[src/inc/cif_pkg.sv]
/*
 * cif_pkg: encodings, register numbers, field positions and timing
 * constants for the custom instruction and feature register block.
 * assumes: a 64-bit core with 32-bit instruction words and 12-bit
 * register numbers on the system opcode.
 */
package cif_pkg;
    // instruction fields
    localparam logic [6:0]  CIF_OPC_SYSTEM    = 7'h73;
    localparam logic [2:0]  CIF_F3_CUSTOM     = 3'h0;
    localparam logic [31:0] CIF_ENC_DISCARD   = 32'hfc200073;
    localparam logic [31:0] CIF_ENC_HALT      = 32'h30500073;
    localparam logic [31:0] CIF_ENC_PAUSE     = 32'h0100000f;
    localparam logic [31:0] CIF_ENC_WBINV     = 32'hfc000073;
    localparam logic [31:0] CIF_RS1_MASK      = 32'h000f8000;
    localparam int          CIF_RS1_HI        = 19;
    localparam int          CIF_RS1_LO        = 15;
    localparam logic [4:0]  CIF_REG_ZERO      = 5'h00;
    // privilege
    localparam logic [1:0]  CIF_PRIV_MACHINE  = 2'h3;
    // register numbers
    localparam logic [11:0] CIF_CSR_BPC       = 12'h7c0;
    localparam logic [11:0] CIF_CSR_FOC       = 12'h7c1;
    // feature-off field positions
    localparam int          CIF_FOC_ICG       = 1;
    localparam int          CIF_FOC_PCG       = 2;
    localparam int          CIF_FOC_SPEC      = 3;
    localparam int          CIF_FOC_CORRUPT   = 9;
    localparam int          CIF_FOC_SFB       = 16;
    localparam int          CIF_FOC_PREF      = 17;
    localparam logic [63:0] CIF_FOC_IMPL      = 64'h0000_0000_0003_020e;
    localparam logic        CIF_BPC_RESET     = 1'h0;
    // pause stall limit
    localparam int          CIF_PAUSE_CYCLES  = 32;
    localparam logic [5:0]  CIF_PAUSE_COUNT   = 6'(CIF_PAUSE_CYCLES);

    // maintenance operation kinds
    typedef enum logic [1:0] {
        CIF_MAINT_WBINV   = 2'h1,
        CIF_MAINT_DISCARD = 2'h2
    } cif_maint_type;

    // request to the data cache
    typedef struct packed {
        logic          valid;
        cif_maint_type kind;
        logic          whole;
        logic [63:0]   vaddr;
    } cif_cache_req_type;

    // address permission answer from translation and protection
    typedef struct packed {
        logic valid;
        logic writable;
        logic cacheable;
        logic page_fault;
    } cif_perm_type;
endpackage : cif_pkg

[src/rtl/cif_custom_instr.sv]
/*
 * cif_custom_instr: decodes and executes custom cache maintenance,
 * halt-for-power-down and pause hint, and holds the branch prediction
 * control and feature-off registers.
 * assumes: the pipeline offers one instruction at a time and holds it
 * until done; translation answers permission checks for rs1 addresses;
 * the data cache acknowledges each maintenance request with a pulse.
 */
module cif_custom_instr
    import cif_pkg::*;
(
    // clock and reset
    input  wire logic                       clk_in,
    input  wire logic                       reset_n_in,
    // instruction issue from the pipeline
    input  wire logic                       instr_valid_in,
    input  wire logic [31:0]                instr_in,
    input  wire logic [63:0]                rs1_value_in,
    input  wire logic [1:0]                 priv_in,
    // register access from the pipeline
    input  wire logic                       csr_write_in,
    input  wire logic [11:0]                csr_addr_in,
    input  wire logic [63:0]                csr_wdata_in,
    // permission answer for the rs1 address
    input  wire cif_pkg::cif_perm_type      perm_in,
    // data cache side
    input  wire logic                       cache_done_in,
    input  wire logic                       evict_in,
    // power-down handshake from the core complex
    input  wire logic                       powerdown_ready_in,
    // answers to the pipeline
    output logic                            instr_done_out,
    output logic                            illegal_out,
    output logic                            store_access_fault_out,
    output logic                            store_page_fault_out,
    output logic                            stall_out,
    output logic                            retire_block_out,
    output logic [63:0]                     csr_rdata_out,
    // data cache request
    output cif_pkg::cif_cache_req_type      cache_req_out,
    // branch predictor controls
    output logic                            static_taken_out,
    output logic                            btb_clear_out,
    // feature controls
    output logic [63:0]                     feature_off_out,
    // request to begin power-down and safe-to-remove indication
    output logic                            powerdown_req_out,
    output logic                            power_safe_out
);
    // sequencer states
    typedef enum logic [5:0] {
        ST_IDLE   = 6'b000001,
        ST_CHECK  = 6'b000010,
        ST_CACHE  = 6'b000100,
        ST_PAUSE  = 6'b001000,
        ST_HALT   = 6'b010000,
        ST_DONE   = 6'b100000
    } cif_state_type;

    // match an instruction against a fixed encoding, rs1 field ignored
    function automatic logic cif_match_rs1(input logic [31:0] word,
                                           input logic [31:0] enc);
        cif_match_rs1 = (word & ~CIF_RS1_MASK) == enc;
    endfunction : cif_match_rs1

    cif_state_type     state_q, state_d;      // sequencer state
    logic [5:0]        pause_q, pause_d;      // pause cycles left
    cif_maint_type     kind_q, kind_d;        // pending maintenance kind
    logic              whole_q, whole_d;      // whole-cache operation
    logic [63:0]       vaddr_q, vaddr_d;      // latched rs1 address
    logic              bdp_q;                 // direction prediction bit
    logic [63:0]       foc_q;                 // feature-off bits
    logic              halted_q;              // halt retired
    logic              done_q, ill_q, saf_q, spf_q; // answer flags
    logic              btbc_q;                // target buffer clear pulse
    logic              preq_q, psafe_q;       // power-down outputs
    cif_cache_req_type creq_q;                // cache request register
    logic [63:0]       rdata_q;               // read data register

    // decode of the offered word
    wire logic       is_custom = instr_in[6:0] == CIF_OPC_SYSTEM &&
                                 instr_in[14:12] == CIF_F3_CUSTOM;
    wire logic       is_wbinv  = is_custom &&
                                 cif_match_rs1(instr_in, CIF_ENC_WBINV);
    wire logic       is_disc   = is_custom &&
                                 cif_match_rs1(instr_in, CIF_ENC_DISCARD);
    wire logic       is_halt   = instr_in == CIF_ENC_HALT;
    wire logic       is_pause  = instr_in == CIF_ENC_PAUSE;
    wire logic       is_mach   = priv_in == CIF_PRIV_MACHINE;
    wire logic [4:0] rs1_idx   = instr_in[CIF_RS1_HI:CIF_RS1_LO];
    wire logic       take      = instr_valid_in && !halted_q &&
                                 state_q == ST_IDLE;
    wire logic       csr_bpc   = csr_write_in && csr_addr_in == CIF_CSR_BPC;
    wire logic       csr_foc   = csr_write_in && csr_addr_in == CIF_CSR_FOC;
    wire logic       fault     = perm_in.valid && !perm_in.writable;
    wire logic       skip      = perm_in.valid && perm_in.writable &&
                                 !perm_in.cacheable;

    // next state of the sequencer
    always_comb begin
        state_d = state_q;
        pause_d = pause_q;
        kind_d  = kind_q;
        whole_d = whole_q;
        vaddr_d = vaddr_q;
        unique case (state_q)
            ST_IDLE: begin
                if (take && (is_wbinv || is_disc) && is_mach) begin
                    kind_d  = is_wbinv ? CIF_MAINT_WBINV : CIF_MAINT_DISCARD;
                    whole_d = rs1_idx == CIF_REG_ZERO;
                    vaddr_d = rs1_value_in;
                    state_d = whole_d ? ST_CACHE : ST_CHECK;
                end else if (take && is_halt && is_mach) begin
                    state_d = ST_HALT;
                end else if (take && is_pause) begin
                    pause_d = CIF_PAUSE_COUNT;
                    state_d = ST_PAUSE;
                end else if (take) begin
                    state_d = ST_DONE;
                end
            end
            ST_CHECK: begin
                // line operations wait for the permission answer
                if (fault || skip) begin
                    state_d = ST_DONE;
                end else if (perm_in.valid) begin
                    state_d = ST_CACHE;
                end
            end
            ST_CACHE: begin
                if (cache_done_in) begin
                    state_d = ST_DONE;
                end
            end
            ST_PAUSE: begin
                pause_d = pause_q - 6'h01;
                if (evict_in || pause_q == 6'h01) begin
                    state_d = ST_DONE;
                end
            end
            ST_HALT: begin
                state_d = ST_HALT;
            end
            ST_DONE: begin
                state_d = ST_IDLE;
            end
        endcase
    end

    // sequencer registers
    always_ff @(posedge clk_in) begin
        if (!reset_n_in) begin
            state_q <= ST_IDLE;
            pause_q <= 6'h00;
            kind_q  <= CIF_MAINT_WBINV;
            whole_q <= 1'b0;
            vaddr_q <= 64'h0;
        end else begin
            state_q <= state_d;
            pause_q <= pause_d;
            kind_q  <= kind_d;
            whole_q <= whole_d;
            vaddr_q <= vaddr_d;
        end
    end

    // answers to the pipeline, one-cycle pulses except halt hold
    always_ff @(posedge clk_in) begin
        if (!reset_n_in) begin
            done_q   <= 1'b0;
            ill_q    <= 1'b0;
            saf_q    <= 1'b0;
            spf_q    <= 1'b0;
            halted_q <= 1'b0;
        end else begin
            done_q <= state_d == ST_DONE ||
                      (state_q == ST_IDLE && state_d == ST_HALT);
            ill_q  <= take && !is_mach &&
                      (is_wbinv || is_disc || is_halt);
            saf_q  <= state_q == ST_CHECK && fault &&
                      !perm_in.page_fault;
            spf_q  <= state_q == ST_CHECK && fault &&
                      perm_in.page_fault;
            halted_q <= halted_q || state_d == ST_HALT;
        end
    end

    // cache request issued on entry to the cache state
    always_ff @(posedge clk_in) begin
        if (!reset_n_in) begin
            creq_q <= '0;
        end else begin
            creq_q.valid <= state_q != ST_CACHE && state_d == ST_CACHE;
            creq_q.kind  <= kind_d;
            creq_q.whole <= whole_d;
            creq_q.vaddr <= vaddr_d;
        end
    end

    // power-down: request after halt, safe once complex agrees
    always_ff @(posedge clk_in) begin
        if (!reset_n_in) begin
            preq_q  <= 1'b0;
            psafe_q <= 1'b0;
        end else begin
            preq_q  <= halted_q;
            psafe_q <= psafe_q || (preq_q && powerdown_ready_in);
        end
    end

    // prediction control and feature-off registers
    always_ff @(posedge clk_in) begin
        if (!reset_n_in) begin
            bdp_q  <= CIF_BPC_RESET;
            btbc_q <= 1'b0;
            foc_q  <= CIF_FOC_IMPL;
        end else begin
            btbc_q <= csr_bpc;
            if (csr_bpc) begin
                bdp_q <= csr_wdata_in[0];
            end
            if (csr_foc) begin
                foc_q <= csr_wdata_in & CIF_FOC_IMPL;
            end
        end
    end

    // read data, captured from the addressed register
    always_ff @(posedge clk_in) begin
        if (!reset_n_in) begin
            rdata_q <= 64'h0;
        end else if (csr_addr_in == CIF_CSR_BPC) begin
            rdata_q <= {63'h0, bdp_q};
        end else if (csr_addr_in == CIF_CSR_FOC) begin
            rdata_q <= foc_q;
        end else begin
            rdata_q <= 64'h0;
        end
    end

    // outputs straight from flip-flops, except stall decoded from the state register
    assign instr_done_out         = done_q;
    assign illegal_out            = ill_q;
    assign store_access_fault_out = saf_q;
    assign store_page_fault_out   = spf_q;
    assign stall_out              = state_q != ST_IDLE;
    assign retire_block_out       = halted_q;
    assign csr_rdata_out          = rdata_q;
    assign cache_req_out          = creq_q;
    assign static_taken_out       = bdp_q;
    assign btb_clear_out          = btbc_q;
    assign feature_off_out        = foc_q;
    assign powerdown_req_out      = preq_q;
    assign power_safe_out         = psafe_q;
endmodule : cif_custom_instr

[config.mk]
export PLATFORM = sky130hd
export DESIGN_NAME = cif_custom_instr
export DESIGN_NICKNAME = d
export VERILOG_FILES = /design/src/inc/cif_pkg.sv /design/src/rtl/cif_custom_instr.sv
export SDC_FILE = /design/constraint.sdc
export NUM_CORES = 1
export LEC_CHECK = 0
export BUFFER_PORTS_ARGS = -buffer_cell sky130_fd_sc_hd__clkbuf_2
export CAP_MARGIN = 10
export CORE_AREA = 10 10 143 145
export CTS_BUF_LIST = sky130_fd_sc_hd__clkbuf_4
export DETAILED_ROUTE_END_ITERATION = 10
export DIE_AREA = 0 0 153 155
export PLACE_DENSITY_LB_ADDON = 0.15
export SYNTH_ARGS = -nofsm -noshare
export SYNTH_HDL_FRONTEND = slang
export SYNTH_SLANG_ARGS = --single-unit
[constraint.sdc]
create_clock -name clk_in -period 5.7 [get_ports clk_in]
set_input_delay 0.285 -clock clk_in [delete_from_list [all_inputs] [get_ports clk_in]]
set_output_delay 0.285 -clock clk_in [all_outputs]
set_load 0.1 [all_outputs]
==> impl_results.md <==
* Status: finished clean
* Cell taking the most area after synthesis: dfxtp_1
* Setup CP Type: reg -> reg
* DIE AREA at about 24000 sq um
* Final Hold Fails at 0
* GRT overflow at 0
* Slew @ Worst Pin at about 0.87 ns
* Filler cell count at approximately 1900
* Syn Std Cell Area at ~4900 sq um
* Vias/cell at a little over 4
* Tmin final at roughly 2.8 ns
* Largest cells by area after synthesis: dfxtp_1 (42%), buf_4 (18%), nand2_1 (11%)
* Tot Pwr at roughly 1600 uW
* Setup crit start kind: register
* Top cells by count, synth: nand2_1 (147), buf_4 (117), dfxtp_1 (103)
* Crit path cell chain: nor2_1 -> and4_1 -> nand3_2 -> buf_4 -> nor4_1 -> a21oi_1 -> nor2_1
* Top cell type's share of synthesized area at 0.421
* Area delta synth->final at 34.1%
* DP HPWL at 12500 um
* Resize count post-CTS at 0
* Slowest cell on crit path: nand3_2
* Layout cells sized above 1 at 0.281
* Max Clk Rate at between 0.3 and 0.4 GHz
* Most common cell in the netlist: nand2_1
* Total Wirelength at 16500 um
* Die Ht at between 150 and 200 um
* RSZ-0062 raised after global routing: false
* Router iterations before antenna repair at 4
* Place WS at between 2 and 3 ns
* DRT antenna net count at 0
* Max-capacitance violation count at 0
* Ys Warns at 0
* First-pass GRT wire length at roughly 26000 um
* Worst vdd ir at ~130 uV
* CP peak stage delay at approximately 0.50 ns
* Hold Crit Class: in -> reg
* Worst slew margin at 0.423
* Largest net degree at the start of global routing at between 70 and 80
* Slew Viols, Final at 0
* Htree depth at 3
* P_int at between 900 and 1000 uW
* Sw Pwr at approximately 670 uW
* CTS tree: done
* Initial Util at 0.277
* PnR worst setup slack at approximately 2.9 ns
* Syn Area/Cell at between 8 and 9 sq um
* Buffer count from post-CTS setup fixing at 0
* Worst-skew pair later-pin latency at ~0.48 ns
* Seq cells post-synth at roughly 100
* Port bufs at about 220
* Clock Power Share at 0.242
* Pwr/cell area at 243 nW/um^2
* Drt first-iter violations at between 150 and 200
* Worst Path Required at between 6 and 7 ns
* Sw frac at 0.417
* CTS root buf: clkbuf_4
* # setup viols final at 0
* Crit share post-route at 0.494
* Worst-path fanout max at 43
* Crit. End Element: register
* Setup tns final at 0 ns
* Routability Congestion at between 0.7 and 0.8
* Tot GR Track Use at 0.133
* Most frequent cell on the critical path: nor2_1
* Clock sinks at between 100 and 150
* Nets at ~1100
* Clock transition at path regs at 0.18 ns
* Average wire per standard cell at 14.9 um
* LEAKAGE at 0.00298 uW
* Initial antenna violation count at 3
* Sequential share of the synthesized area at 0.421
* Clk buf depth at 2
* Vias at 4573
* Async set or reset register ratio after synthesis at 0
* Die width at around 150 um
* Worst hold margin at between 0.04 and 0.05 ns
* CTS buffer count at 9
* Part of the power in registers at 0.456
* Final core utilization at 0.372
* Rows at 49
* DR DRC count at 0
* Worst Skew at approximately 0.024 ns
* Mapped Cells at roughly 600
* Number of global-route vias before repair at 4921
* Critical Path AT at 3.23 ns
* Core area at roughly 18000 sq um
* Post-synth EDFFs at 0
* Post-synth top flop: dfxtp_1
* # IOs at approximately 390
* Synth cell types at 53
* Comb power frac at 0.302
* Hold_buf cts at 68
-- worst max-delay path: cells and delay by family, from the launching register on --
| family | cells | cell delay, ns |
|---|---|---|
| AOI/OAI and AO/OA | 1 | 0.10 |
| buffers and inverters | 1 | 0.50 |
| DFF | 1 | 0.45 |
| and+or+nand+nor | 5 | 1.66 |
-- cells by family (layout without fill, tap and decap cells) --
logic type,Yosys count,in the layout,synth area share
AND/OR/NAND/NOR,243,243,0.243
buffers and inverters,149,313,0.208
flip-flops,103,103,0.421
AO/OA/AOI/OAI,87,87,0.0969
multiplexers,7,7,0.0143
XOR/XNOR,6,6,0.0107
adder cells (fa/ha/maj),2,2,0.00511
other,1,116,0.000766
-- stage by stage --
| stage | cells | cell area (sq um) |
|---|---|---|
| after floorplan | 712 | 5320 |
| after global placement | 1021 | 5750 |
| after detailed placement | 1021 | 5750 |
| after CTS | 1105 | 6560 |
| after global routing | 1106 | 6560 |
| final | 1106 | 6560 |
-- final timing paths --
path	from	endpoint	slack, ns	depth (start not counted)
max	state_q[4]	cache_req_out[65]	2.89	7
min	csr_wdata_in[16]	feature_off_out[16]	0.05	3
max reg2reg	state_q[4]	cache_req_out[65]	2.89	7
min reg2reg	cache_req_out[0]	cache_req_out[0]	0.46	2
-- sequential cells by signal, summed over array words and instances (netlist names), 2 cells and up --
| register | count |
|---|---|
| feature_off_out | 6 |
| pause_q | 6 |
| csr_rdata_out | 7 |
| state_q | 6 |
| kind_q | 2 |
| cache_req_out | 67 |
-- power by group through the flow --
stage | Sequential (uW) | Combinational, uW | Clock [uW]
finish | 729 | 483 | 386
global route | 730 | 501 | 439
CTS | 729 | 479 | 412
detailed placement | 744 | 441 | 0
global placement | 744 | 441 | 0
floorplan | 752 | 435 | 0
-- layout by cell type, fill, tap and decap left out, types with 3 or more instances in the layout --
cell type      count
a21oi_1           72
and2_1             8
and3_1             3
and4_1             5
buf_4              4
clkbuf_2         218
clkbuf_4           9
clkinv_1           3
conb_1           115
dfxtp_1          103
dlygate4sd3_1     68
inv_1              6
mux2i_1            7
nand2_1          147
nand3_1            6
nand3b_1           3
nand4_1            4
nand4b_1           4
nor2_1            23
nor2b_1            3
nor3_1             5
nor4_1             8
nor4b_1            3
xor2_1             5
-- metal layers --
metal	share of wire	vias to the layer above	routed length, um	global-route usage
met5	0.00042	-	7	0
met4	0.0096	2	158	0.0263
met2	0.47	219	7760	0.226
li1	-	2299	-	-
met1	0.42	2041	6850	0.145
met3	0.10	12	1720	0.0687
-- final cells by class --
| class | instances | area, sq um | area share |
|---|---|---|---|
| timing repair buffer | 290 | 1800 | 0.274 |
| clock buffer | 9 | 67.6 | 0.0103 |
| sequential | 103 | 2060 | 0.314 |
| tap | 229 | 287 | 0.0437 |
| multi-input combinational | 460 | 2250 | 0.343 |
| inverter | 7 | 26.3 | 0.00400 |
| antenna | 1 | 2.50 | 0.000381 |
| clock inverter | 7 | 62.6 | 0.00953 |
Note: power is estimated with default switching activity, not from simulation.
